--- src/include/ltmc_pkg.sv ---
package ltmc_pkg;

   // ***********************************************************
   // timing
   // ***********************************************************
   localparam int CLK_PERIOD_NS = 10;
   localparam int IGNORE_DELAY_US = 600;
   // least time: round up to whole cycles
   localparam int IGNORE_CYCLES = (IGNORE_DELAY_US * 1000 + CLK_PERIOD_NS - 1) / CLK_PERIOD_NS;
   localparam int IGNORE_CNT_W = 16;
   // cycles spent in power-on so the input synchronisers settle before sampling
   localparam logic [2:0] POR_SETTLE_CYCLES = 3'h4;

   // ***********************************************************
   // reset levels
   // ***********************************************************
   localparam logic CS_RESET_LEVEL = 1'h0;
   localparam logic BUS_RESET_LEVEL = 1'h1;
   localparam logic RX_IDLE_LEVEL = 1'h1;
   localparam logic FAULT_IDLE_LEVEL = 1'h1;
   localparam logic LIN_DRIVE_LEVEL = 1'h0;

   // ***********************************************************
   // modes
   // ***********************************************************
   typedef enum logic [7:0] {
      ST_POR        = 8'h01,
      ST_READY      = 8'h02,
      ST_READY_HOLD = 8'h04,
      ST_OPERATION  = 8'h08,
      ST_POWERDOWN  = 8'h10,
      ST_WAKEUP     = 8'h20,
      ST_FAULT      = 8'h40,
      ST_BROWNOUT   = 8'h80
   } ltmc_state_t;

endpackage

--- src/core/ltmc_edge_sync.sv ---
module ltmc_edge_sync #(
   parameter logic RESET_VAL = 1'h0
) (
   input wire logic clk,
   input wire logic rstn,
   input wire logic din,
   output logic level,
   output logic rise,
   output logic fall
);

   logic meta_r;
   logic sync_r;
   logic prev_r;

   // meta_r feeds sync_r only
   always_ff @(posedge clk or negedge rstn) begin
      if (!rstn) begin
         meta_r <= RESET_VAL;
         sync_r <= RESET_VAL;
         prev_r <= RESET_VAL;
      end else begin
         meta_r <= din;
         sync_r <= meta_r;
         prev_r <= sync_r;
      end
   end

   assign level = sync_r;
   assign rise = sync_r & ~prev_r;
   assign fall = ~sync_r & prev_r;

endmodule

--- src/core/ltmc_mode_control.sv ---
// Notes on behaviour
// - power-on samples chip-select level: low to Ready, high to ready-hold; outputs off.
// - power-on samples the fault/slope pin and latches the slope profile.
// - Ready and ready-hold enable regulator at once, transmitter off, bus recessive.
// - in Ready a chip-select rising edge enables transmitter, enters Operation.
// - in ready-hold a chip-select falling edge moves to Ready.
// - Operation keeps everything on; chip-select falling edge enters Power-down.
// - Power-down turns off transmitter and regulator; receiver and wake detect stay.
// - Power-down bus falling edge enables regulator; stable regulator then enters Ready.
// - Power-down chip-select rising edge goes straight to Operation.
// - Power-down is reachable only from Operation.
// - apart from the power-on choice, mode changes use chip-select edges only, never its level.
// - chip-select edges are ignored for 600 us after regulator becomes stable.
// - after overload recovery the device sits in ready-hold.
// - regulator, bus or die overload, alone or together, raise a shutdown.
// - thermal overload with transmit low stops transmitter only; receive reads high.
// - contention, transmit high and receive low, shuts the regulator, receiver on.
// - regulator below shutdown threshold turns regulator off and powers down.
// - after brownout wait for battery above power-on threshold, then power-on.
// - enabled transmitter drives bus dominant on transmit low, recessive on high.
// - receive data mirrors the bus whenever the receiver is active, except in a transmit-only thermal shutdown.
// - slope pin high selects normal slope, low selects the faster alternate.
module ltmc_mode_control #(
   parameter logic [ltmc_pkg::IGNORE_CNT_W-1:0] IGNORE_CYCLES = 16'(ltmc_pkg::IGNORE_CYCLES)
) (
   input wire logic core_clk,
   input wire logic resetn,
   input wire logic csWake,
   input wire logic txData,
   input wire logic linIn,
   output logic linOut,
   output logic linOe_n,
   output logic rxData,
   input wire logic faultSlopeIn,
   output logic faultSlopeOut,
   output logic faultSlopeOe_n,
   output logic regEnable,
   input wire logic regStable,
   input wire logic regBelowThreshold,
   input wire logic regOverload,
   input wire logic busOverload,
   input wire logic thermalOverload,
   input wire logic batteryOk,
   output logic txEnabled,
   output logic slopeAlternate,
   output logic shutdownEvent,
   output logic csArmed,
   output logic [7:0] modeState
);

   // ***********************************************************
   // reset release
   // ***********************************************************
   logic [1:0] rstSync_r;
   logic rstn;

   always_ff @(posedge core_clk or negedge resetn) begin
      if (!resetn) begin
         rstSync_r <= 2'h0;
      end else begin
         rstSync_r <= {rstSync_r[0], 1'h1};
      end
   end

   assign rstn = rstSync_r[1];

   // ***********************************************************
   // input conditioning
   // ***********************************************************
   logic csLevel;
   logic csRise;
   logic csFall;
   logic busFall;

   ltmc_edge_sync #(
      .RESET_VAL(ltmc_pkg::CS_RESET_LEVEL)
   ) u_cs_sync (
      .clk(core_clk),
      .rstn(rstn),
      .din(csWake),
      .level(csLevel),
      .rise(csRise),
      .fall(csFall)
   );

   ltmc_edge_sync #(
      .RESET_VAL(ltmc_pkg::BUS_RESET_LEVEL)
   ) u_bus_sync (
      .clk(core_clk),
      .rstn(rstn),
      .din(linIn),
      .level(),
      .rise(),
      .fall(busFall)
   );

   ltmc_pkg::ltmc_state_t state_r;
   logic csArmed_r;
   logic regEnable_r;
   logic regStablePrev_r;
   logic batteryPrev_r;
   logic regStableRise;
   logic batteryRise;
   logic overload;
   logic csRiseOk;
   logic csFallOk;

   always_ff @(posedge core_clk or negedge rstn) begin
      if (!rstn) begin
         regStablePrev_r <= 1'h0;
         batteryPrev_r <= 1'h0;
      end else begin
         regStablePrev_r <= regStable;
         batteryPrev_r <= batteryOk;
      end
   end

   assign regStableRise = regStable & ~regStablePrev_r;
   assign batteryRise = batteryOk & ~batteryPrev_r;
   assign overload = regOverload | busOverload | thermalOverload;
   // edges inside the ignore window are dropped, not deferred
   assign csRiseOk = csRise & csArmed_r;
   assign csFallOk = csFall & csArmed_r;

   // ***********************************************************
   // chip-select ignore window
   // ***********************************************************
   logic [ltmc_pkg::IGNORE_CNT_W-1:0] ignoreCnt_r;
   logic ignoreActive_r;

   always_ff @(posedge core_clk or negedge rstn) begin
      if (!rstn) begin
         ignoreCnt_r <= '0;
         ignoreActive_r <= 1'h0;
         csArmed_r <= 1'h0;
      end else if (state_r == ltmc_pkg::ST_POR || state_r == ltmc_pkg::ST_BROWNOUT) begin
         ignoreCnt_r <= '0;
         ignoreActive_r <= 1'h0;
         csArmed_r <= 1'h0;
      end else if (regStableRise && regEnable_r) begin
         ignoreCnt_r <= '0;
         ignoreActive_r <= 1'h1;
         csArmed_r <= 1'h0;
      end else if (ignoreActive_r) begin
         if (ignoreCnt_r == IGNORE_CYCLES - 16'h0001) begin
            ignoreActive_r <= 1'h0;
            csArmed_r <= 1'h1;
         end else begin
            ignoreCnt_r <= ignoreCnt_r + 16'h0001;
         end
      end
   end

   // ***********************************************************
   // power-on sampling
   // ***********************************************************
   logic [2:0] porCnt_r;
   logic porDone;
   logic slopeAlternate_r;

   assign porDone = (porCnt_r == ltmc_pkg::POR_SETTLE_CYCLES);

   always_ff @(posedge core_clk or negedge rstn) begin
      if (!rstn) begin
         porCnt_r <= 3'h0;
      end else if (state_r != ltmc_pkg::ST_POR) begin
         porCnt_r <= 3'h0;
      end else if (!porDone) begin
         porCnt_r <= porCnt_r + 3'h1;
      end
   end

   // slope survives every mode change; only a new power-on resamples it
   always_ff @(posedge core_clk or negedge rstn) begin
      if (!rstn) begin
         slopeAlternate_r <= 1'h0;
      end else if (state_r == ltmc_pkg::ST_POR && porDone) begin
         slopeAlternate_r <= ~faultSlopeIn;
      end
   end

   // ***********************************************************
   // overload capture
   // ***********************************************************
   logic faultRegOff_r;
   logic faultTxOnly_r;
   logic enterFault;

   assign enterFault = overload && (state_r == ltmc_pkg::ST_READY || state_r == ltmc_pkg::ST_READY_HOLD ||
                                    state_r == ltmc_pkg::ST_OPERATION || state_r == ltmc_pkg::ST_WAKEUP);

   always_ff @(posedge core_clk or negedge rstn) begin
      if (!rstn) begin
         faultRegOff_r <= 1'h0;
         faultTxOnly_r <= 1'h0;
      end else if (enterFault) begin
         // contention or regulator overload takes the regulator down
         faultRegOff_r <= regOverload | ((busOverload | thermalOverload) & txData & ~linIn);
         faultTxOnly_r <= thermalOverload & ~txData & ~regOverload;
      end else if (state_r != ltmc_pkg::ST_FAULT) begin
         faultRegOff_r <= 1'h0;
         faultTxOnly_r <= 1'h0;
      end
   end

   // ***********************************************************
   // mode sequencer
   // ***********************************************************
   always_ff @(posedge core_clk or negedge rstn) begin
      if (!rstn) begin
         state_r <= ltmc_pkg::ST_POR;
      end else if (regEnable_r && regBelowThreshold) begin
         state_r <= ltmc_pkg::ST_BROWNOUT;
      end else if (enterFault) begin
         state_r <= ltmc_pkg::ST_FAULT;
      end else begin
         unique case (state_r)
            ltmc_pkg::ST_POR: begin
               if (porDone) begin
                  state_r <= csLevel ? ltmc_pkg::ST_READY_HOLD : ltmc_pkg::ST_READY;
               end
            end
            ltmc_pkg::ST_READY: begin
               if (csRiseOk) begin
                  state_r <= ltmc_pkg::ST_OPERATION;
               end
            end
            ltmc_pkg::ST_READY_HOLD: begin
               if (csFallOk) begin
                  state_r <= ltmc_pkg::ST_READY;
               end
            end
            ltmc_pkg::ST_OPERATION: begin
               if (csFallOk) begin
                  state_r <= ltmc_pkg::ST_POWERDOWN;
               end
            end
            ltmc_pkg::ST_POWERDOWN: begin
               if (csRiseOk) begin
                  state_r <= ltmc_pkg::ST_OPERATION;
               end else if (busFall) begin
                  state_r <= ltmc_pkg::ST_WAKEUP;
               end
            end
            ltmc_pkg::ST_WAKEUP: begin
               if (csRiseOk) begin
                  state_r <= ltmc_pkg::ST_OPERATION;
               end else if (regStable) begin
                  state_r <= ltmc_pkg::ST_READY;
               end
            end
            ltmc_pkg::ST_FAULT: begin
               if (!overload) begin
                  state_r <= ltmc_pkg::ST_READY_HOLD;
               end
            end
            ltmc_pkg::ST_BROWNOUT: begin
               if (batteryRise) begin
                  state_r <= ltmc_pkg::ST_POR;
               end
            end
         endcase
      end
   end

   // ***********************************************************
   // power and transmitter enables
   // ***********************************************************
   logic txEnabled_r;
   logic linOe_n_r;
   logic linOut_r;

   always_ff @(posedge core_clk or negedge rstn) begin
      if (!rstn) begin
         regEnable_r <= 1'h0;
      end else begin
         unique case (state_r)
            ltmc_pkg::ST_READY,
            ltmc_pkg::ST_READY_HOLD,
            ltmc_pkg::ST_OPERATION,
            ltmc_pkg::ST_WAKEUP: regEnable_r <= 1'h1;
            ltmc_pkg::ST_FAULT: regEnable_r <= ~faultRegOff_r;
            ltmc_pkg::ST_POR,
            ltmc_pkg::ST_POWERDOWN,
            ltmc_pkg::ST_BROWNOUT: regEnable_r <= 1'h0;
         endcase
      end
   end

   always_ff @(posedge core_clk or negedge rstn) begin
      if (!rstn) begin
         txEnabled_r <= 1'h0;
         linOe_n_r <= 1'h1;
         linOut_r <= ltmc_pkg::LIN_DRIVE_LEVEL;
      end else begin
         txEnabled_r <= (state_r == ltmc_pkg::ST_OPERATION);
         // open collector: only dominant is driven, recessive is released
         linOe_n_r <= ~((state_r == ltmc_pkg::ST_OPERATION) & ~txData);
         linOut_r <= ltmc_pkg::LIN_DRIVE_LEVEL;
      end
   end

   // ***********************************************************
   // receiver and fault pin
   // ***********************************************************
   logic rxData_r;
   logic faultSlopeOut_r;
   logic faultSlopeOe_n_r;
   logic rxActive;
   logic pinIsInput;

   assign rxActive = (state_r != ltmc_pkg::ST_POR) && (state_r != ltmc_pkg::ST_BROWNOUT);
   assign pinIsInput = (state_r == ltmc_pkg::ST_POR) || (state_r == ltmc_pkg::ST_BROWNOUT);

   always_ff @(posedge core_clk or negedge rstn) begin
      if (!rstn) begin
         rxData_r <= ltmc_pkg::RX_IDLE_LEVEL;
      end else if (state_r == ltmc_pkg::ST_FAULT && faultTxOnly_r) begin
         rxData_r <= 1'h1;
      end else if (rxActive) begin
         rxData_r <= linIn;
      end else begin
         rxData_r <= ltmc_pkg::RX_IDLE_LEVEL;
      end
   end

   // the pin is released while it is sampled as the slope strap
   always_ff @(posedge core_clk or negedge rstn) begin
      if (!rstn) begin
         faultSlopeOut_r <= ltmc_pkg::FAULT_IDLE_LEVEL;
         faultSlopeOe_n_r <= 1'h1;
      end else begin
         faultSlopeOe_n_r <= pinIsInput;
         faultSlopeOut_r <= ~((state_r == ltmc_pkg::ST_FAULT) | thermalOverload |
                              ((state_r == ltmc_pkg::ST_OPERATION) & (txData ^ linIn)));
      end
   end

   // ***********************************************************
   // status
   // ***********************************************************
   logic shutdownEvent_r;
   logic csArmedOut_r;
   logic [7:0] modeState_r;

   always_ff @(posedge core_clk or negedge rstn) begin
      if (!rstn) begin
         shutdownEvent_r <= 1'h0;
         csArmedOut_r <= 1'h0;
         modeState_r <= ltmc_pkg::ST_POR;
      end else begin
         shutdownEvent_r <= overload;
         csArmedOut_r <= csArmed_r;
         modeState_r <= state_r;
      end
   end

   assign linOut = linOut_r;
   assign linOe_n = linOe_n_r;
   assign rxData = rxData_r;
   assign faultSlopeOut = faultSlopeOut_r;
   assign faultSlopeOe_n = faultSlopeOe_n_r;
   assign regEnable = regEnable_r;
   assign txEnabled = txEnabled_r;
   assign slopeAlternate = slopeAlternate_r;
   assign shutdownEvent = shutdownEvent_r;
   assign csArmed = csArmedOut_r;
   assign modeState = modeState_r;

endmodule

--- config.mk ---
export PLATFORM = sky130hd
export DESIGN_NAME = ltmc_mode_control
export DESIGN_NICKNAME = d
export VERILOG_FILES = /design/src/include/ltmc_pkg.sv /design/src/core/ltmc_edge_sync.sv /design/src/core/ltmc_mode_control.sv
export SDC_FILE = /design/constraint.sdc
export NUM_CORES = 1
export LEC_CHECK = 0
export ABC_AREA = 1
export BUFFER_PORTS_ARGS = -buffer_cell sky130_fd_sc_hd__clkbuf_2
export CELL_PAD_IN_SITES_DETAIL_PLACEMENT = 0
export CELL_PAD_IN_SITES_GLOBAL_PLACEMENT = 1
export CORE_ASPECT_RATIO = 1.75
export CORE_MARGIN = 4
export CORE_UTILIZATION = 44
export CTS_CLUSTER_SIZE = 12
export DETAILED_ROUTE_END_ITERATION = 10
export GPL_ROUTABILITY_DRIVEN = 0
export PLACE_DENSITY_LB_ADDON = 0.1
export SYNTH_ARGS = -nofsm -noshare
export SYNTH_HDL_FRONTEND = slang
export SYNTH_SLANG_ARGS = --single-unit
--- constraint.sdc ---
create_clock -name core_clk -period 2.48 [get_ports core_clk]
set_clock_uncertainty 0.1 [all_clocks]
set_input_delay 0 -clock core_clk [delete_from_list [all_inputs] [get_ports core_clk]]
set_output_delay 0 -clock core_clk [all_outputs]
set_load 0.005 [all_outputs]
# After elaboration in Yosys (flattened, before gate mapping)
# Cells that the tools add are included.
# W data, S select, Z words.
[word_totals]
output_inout_bits = 18
mem_bits_ro = 0
latchBits = 0
mem_count = 0
wordCells = 135
input_bits = 12
register_bits = 58
ramBits = 0
[classes]
div = 0
n_bitwise = 32
n_addsub = 2
n_mux = 34
reduce_logical = 18
mul = 0
order_cmp = 0
n_eq_ne = 23
shifts = 0
[op_table]
columns = ["op", "count"]
rows = [
  ["$mux W8", 12],
  ["$mux W16", 4],
  ["$pmux W8 S8", 1],
  ["$add A16 B1 Y16 const B", 1],
  ["$eq A16 B16 Y1 const B", 1],
  ["$ne A4 B4 Y1 const B", 4],
  ["$and A1 B1 Y1", 13],
  ["$mux W1", 13],
  ["$not A1 Y1", 12],
  ["$mux W3", 3],
  ["$eq A8 B1 Y1 const B", 1],
  ["$eq A8 B2 Y1 const B", 1],
  ["$eq A8 B3 Y1 const B", 1],
  ["$eq A8 B4 Y1 const B", 1],
  ["$eq A8 B5 Y1 const B", 1],
  ["$eq A8 B6 Y1 const B", 1],
  ["$eq A8 B7 Y1 const B", 1],
  ["$eq A8 B8 Y1 const B", 1],
  ["$ne A4 B3 Y1 const B", 2],
  ["$ne A8 B1 Y1 const B", 1],
  ["$ne A8 B7 Y1 const B", 1],
  ["$ne A8 B8 Y1 const B", 1],
  ["$reduce_and A8 Y1", 1],
  ["$logic_and A1 B1 Y1", 6],
  ["other kinds (15)", 25],
]

# Depth between registers and ports, before layout
[logic_depth]
ltp_word = 7
depth_mapped = 13
ltp_nobuf = 13

# Modules after synthesis
# From an unflattened synthesis, not the netlist that was laid out.
[hier_totals]
cells_unflattened = 355
area_unflattened_um2 = 2957.8
[by_module_without_submodules]
columns = ["mod", "cells_each", "seq_area_each_um2", "area_per_inst_um2", "n_inst"]
rows = [
  ["ltmc_mode_control", 341, 1308.8, 2773.9, 1],
  ["ltmc_edge_sync at u_bus_sync", 7, 78.8, 93.8, 1],
  ["ltmc_edge_sync at u_cs_sync", 7, 75.1, 90.1, 1],
]

# Worst setup path before layout
# Ideal clock, no wire load.
[synth_timing]
path_kind = "register -> register"
start = "register ignoreCnt_r[0] (netlist name)"
end = "register ignoreCnt_r[10] (netlist name)"
path_stages_with_launch = 9
required_time_ps = 2260
slack_ps = 870
setup_ps = 120
synth_period_minus_slack_ps = 1610
path_buffers = 0
arrival_ps = 1390
path_cell_list = "dfrtp_1 -> ha_1 -> nand2_2 -> nor3_2 -> nand3_1 -> nor2_2 -> nand3_1 -> o21ai_0 -> nor2_1"
[synth_via]
elab_chain_len = 5
elab_cells_between_ends = 8
classes_between = "1 x add/sub; 2 x eq/ne; 4 x mux; 1 x reduce/logical"
[synth_rtl]
columns = ["item", "line", "source"]
rows = [
  ["start: declaration", "ltmc_mode_control.sv:128", "logic [ltmc_pkg::IGNORE_CNT_W-1:0] ignoreCnt_r;"],
  ["start signal: assignment", "ltmc_mode_control.sv:149", "ignoreCnt_r <= ignoreCnt_r + 16'h0001;"],
  ["$add A16 B1 Y16", "ltmc_mode_control.sv:149", ""],
  ["$mux W16", "ltmc_mode_control.sv:145", "if (ignoreCnt_r == IGNORE_CYCLES - 16'h0001) begin"],
  ["$mux W16", "ltmc_mode_control.sv:144", "end else if (ignoreActive_r) begin"],
  ["$mux W16", "ltmc_mode_control.sv:140", "end else if (regStableRise && regEnable_r) begin"],
  ["$mux W16", "ltmc_mode_control.sv:136", "end else if (state_r == ltmc_pkg::ST_POR || state_r == ltmc_pkg::ST_BROWNOUT) begin"],
]
# Parallel ways exist; a longest one is shown, timed or not. The select of a mux whose other input is x is not followed.
# A chain may end at the register's enable or synchronous reset.

# Worst setup path in the final report
[layout_timing]
start = "register state_r[3]"
end = "register faultTxOnly_r"
[layout_via]
elab_chain_len = 6
elab_cells_between_ends = 11
classes_between = "5 x eq/ne; 1 x mux; 5 x reduce/logical"
[layout_rtl]
columns = ["item", "line", "source"]
rows = [
  ["start: declaration", "ltmc_mode_control.sv:97", "ltmc_pkg::ltmc_state_t state_r;"],
  ["start signal: assignment", "ltmc_mode_control.sv:211", "state_r <= ltmc_pkg::ST_POR;"],
  ["start signal: assignment", "ltmc_mode_control.sv:213", "state_r <= ltmc_pkg::ST_BROWNOUT;"],
  ["start signal: assignment", "ltmc_mode_control.sv:215", "state_r <= ltmc_pkg::ST_FAULT;"],
  ["$eq A8 B2 Y1 or $eq A8 B3 Y1 (tied branches)", "ltmc_mode_control.sv:189", "assign enterFault = overload && (state_r == ltmc_pkg::ST_READY || state_r == ltmc_pkg::ST_READY_HOLD ||"],
  ["$logic_or A1 B1 Y1 (2 in series)", "ltmc_mode_control.sv:189", ""],
  ["$logic_or A1 B1 Y1", "ltmc_mode_control.sv:190", "state_r == ltmc_pkg::ST_OPERATION || state_r == ltmc_pkg::ST_WAKEUP);"],
  ["$logic_and A1 B1 Y1", "ltmc_mode_control.sv:189", ""],
  ["$mux W1 or $reduce_bool A2 Y1 (tied branches)", "-", ""],
  ["end signal: assignment", "ltmc_mode_control.sv:199", "faultTxOnly_r <= thermalOverload & ~txData & ~regOverload;"],
  ["end: declaration", "ltmc_mode_control.sv:186", "logic faultTxOnly_r;"],
]
# Parallel ways exist; a longest one is shown, timed or not.

==> flow_summary.json <==
{
  "syn_to_final_growth_pct": 21.0,
  "ys_ff_latch": 58,
  "end_kind": "flop",
  "num_io_pins": 30,
  "cts_tree": "yes",
  "clkPwrFrac_pct": 27.4,
  "yosysWarnings": 0,
  "irDropWorstVdd_v": 0.000624,
  "synth.distinct_cells": 34,
  "status": "complete, no violations",
  "grt_overflow_total": 0,
  "power_mw": 3.34,
  "powerDensity_mw_per_mm2": 963,
  "path_buf_inv": 1,
  "grt_pass1_wl_um": 11800,
  "fin_ws_ns": 0.374,
  "cap_violations": 0,
  "rsz0062_at_grt": "false",
  "syn_area_mm2": 0.00287,
  "antenna_found_initial": 0,
  "port_buffers": 28,
  "drive_above_1_share_pct": 24.2,
  "grt_pass1_vias": 2498,
  "clk_latency_ns": 0.34,
  "wirelength_um": 7070,
  "arrival_ns": 2.29,
  "dp_hpwl_um": 5480,
  "clock_sinks": 58,
  "max_freq_ghz": 0.475,
  "start_util_pct": 45.7,
  "swShare_pct": 38.9,
  "final.period_utilization_pct": 84.9,
  "crit_chain": "nor2_1 > nand2_2 > nor2_2 > nor2_1 > nand2_1 > nand2_2 > o31ai_1 > dlygate4sd3_1",
  "worst_pin_slew_ns": 0.728,
  "setup_viol": 0,
  "clockBufferDepth": 2,
  "clk_pin_slew_worst_paths_ns": 0.06,
  "nets": 411,
  "seqPwrFrac_pct": 36.8,
  "coreArea_mm2": 0.00628,
  "relSlewSlack_pct": 51.5,
  "synth-main-ff-cell": "dfrtp_1",
  "slowest_delay_ns": 0.58,
  "fp.dieArea_mm2": 0.00792,
  "p_leak_nw": 1.72,
  "yosysSeqAreaShare_pct": 51.0,
  "synthTopCellsByArea": "dfrtp_1 (43%), nand2_1 (11%), dfstp_2 (8.3%), nor2_1 (5.4%), inv_1 (5.1%)",
  "cts_made_buffers": 9,
  "worstPathMaxFanout": 5,
  "required_ns": 2.66,
  "multi_input_area_mm2": 0.00120,
  "slew_viol_final": 0,
  "fin_tns_setup_ns": 0,
  "crit_family": "simple AND/OR/NAND/NOR gates",
  "post_cts_buffers": 0,
  "die_y_um": 115,
  "yosysMostFrequentCell": "nand2_1",
  "nFillCells": 619,
  "yosys.area.top_type": "dfrtp_1",
  "synth_nets": 358,
  "startpoint_type": "flop",
  "drc_errors": 0,
  "netlist_top_cells_count": "nand2_1 (81), dfrtp_1 (49), nor2_1 (41)",
  "ctsHtreeMaxLevel": 3,
  "syn_avg_cell_area_um2": 8.35,
  "min_period_ns": 2.11,
  "grt_max_degree": 33,
  "diodes": 0,
  "gr-usage-all-layers_pct": 19.9,
  "viasPerCell": 4.99,
  "postSynth.asyncResetShare_pct": 100,
  "num_vias": 2398,
  "worstSetupPathType": "reg -> reg",
  "drtIter0Drc": 87,
  "whs_ns": 0.214,
  "clockRootBuffer": "clkbuf_8",
  "hold_violations": 0,
  "min_path_type": "in -> reg",
  "synth_edf_count": 0,
  "die_x_um": 69,
  "dp_slack_ns": 0.623,
  "drtAntennaViolNets": 0,
  "cts_resized": 0,
  "p_int_mw": 2.04,
  "slowest_stage": "dlygate4sd3_1",
  "synth_top_area_share_pct": 42.8,
  "p_sw_mw": 1.30,
  "regArea_mm2": 0.00146,
  "pwr-share-comb_pct": 35.8,
  "wl_per_cell_um": 14.7,
  "row_count": 38,
  "syn_inst": 343,
  "dr.pass1.iters": 6
}
-- cell usage in the layout (no fill, tap or decap), types with 2 or more instances in the layout --
cell type	n
clkbuf_1	2
xor2_1	4
clkinv_2	2
clkbuf_8	12
nor3_2	3
dfrtp_1	48
o22ai_1	3
nor2_1	41
inv_2	9
nor2_2	7
nand4_1	7
nor2_4	2
inv_1	39
nand2_4	4
conb_1	2
dlygate4sd3_1	14
xnor2_1	2
o21ai_2	2
o21ai_1	3
dfstp_2	9
nor3_1	8
nand2_1	81
clkbuf_2	28
a21oi_1	11
nand3_1	22
ha_1	3
nand2_2	9
inv_4	2
o21ai_0	11
-- registers in the layout, indices dropped and copies added, names as in the netlist, 2 cells and up --
register and count:
ignoreCnt_r 16, rstSync_r 2, state_r 8, porCnt_r 3, modeState 8
-- final timing paths --
path	from	to	slack, ns	cells after the start
setup reg to reg	state_r[3]	faultTxOnly_r	0.37	8
min in group asynchronous	rstSync_r[1]	u_cs_sync.level	0.23	0
hold / removal	batteryOk	batteryPrev_r	0.21	2
setup / recovery	state_r[3]	faultTxOnly_r	0.37	8
max in group asynchronous	rstSync_r[1]	u_bus_sync.prev_r	1.40	1
hold reg to reg	rstSync_r[1]	u_cs_sync.level	0.23	0
-- power by group through the flow --
stage / logic (mW) / registers (mW) / clock network, mW
global route: 1.36 / 1.25 / 0.990
CTS: 1.21 / 1.23 / 0.941
floorplan: 0.859 / 1.23 / 0
finish: 1.20 / 1.23 / 0.915
detailed placement: 1.18 / 1.25 / 0
global placement: 1.18 / 1.25 / 0
-- routing by layer --
metal	GRT usage, %	part of all wire (%)
met1	19.3	36
met2	36.0	55
met3	4.46	3.1
met4	15.5	6.4
met5	0	0
-- stage by stage --
stage	util [%]	area, µm²	std cells
after floorplan	-	2870	343
after global placement	49.7	3120	451
after detailed placement	49.7	3120	451
after CTS	55.2	3470	481
after global routing	55.2	3470	481
final	55.2	3470	481
-- area by class of cell --
type | instances | share of cell area, %
inverters | 51 | 5.70
repair buffers | 43 | 8.66
clock buffers | 14 | 4.98
flip-flops and latches | 58 | 42.2
clock inverters | 2 | 1.01
multi-input cells | 233 | 34.5
well taps | 80 | 2.89
-- cell families (layout without fill, tap and decap cells) --
| logic type | count (synthesis) | count (layout) | synth area share [%] |
|---|---|---|---|
| AND/OR/NAND/NOR | 190 | 190 | 32.2 |
| flip-flops | 58 | 58 | 51.0 |
| adder cells (fa/ha/maj) | 3 | 3 | 1.31 |
| other | 2 | 2 | 0.262 |
| AO/OA/AOI/OAI | 32 | 32 | 6.16 |
| buffers and inverters | 52 | 110 | 7.16 |
| XOR/XNOR | 6 | 6 | 1.83 |
-- timing repair --
item | CTS | global route
endpoints found under the setup margin | 0 | 0
endpoints found under the hold margin | 15 | 0
hold buffers | 14 | 0
Note: power is estimated with default switching activity, not from simulation.
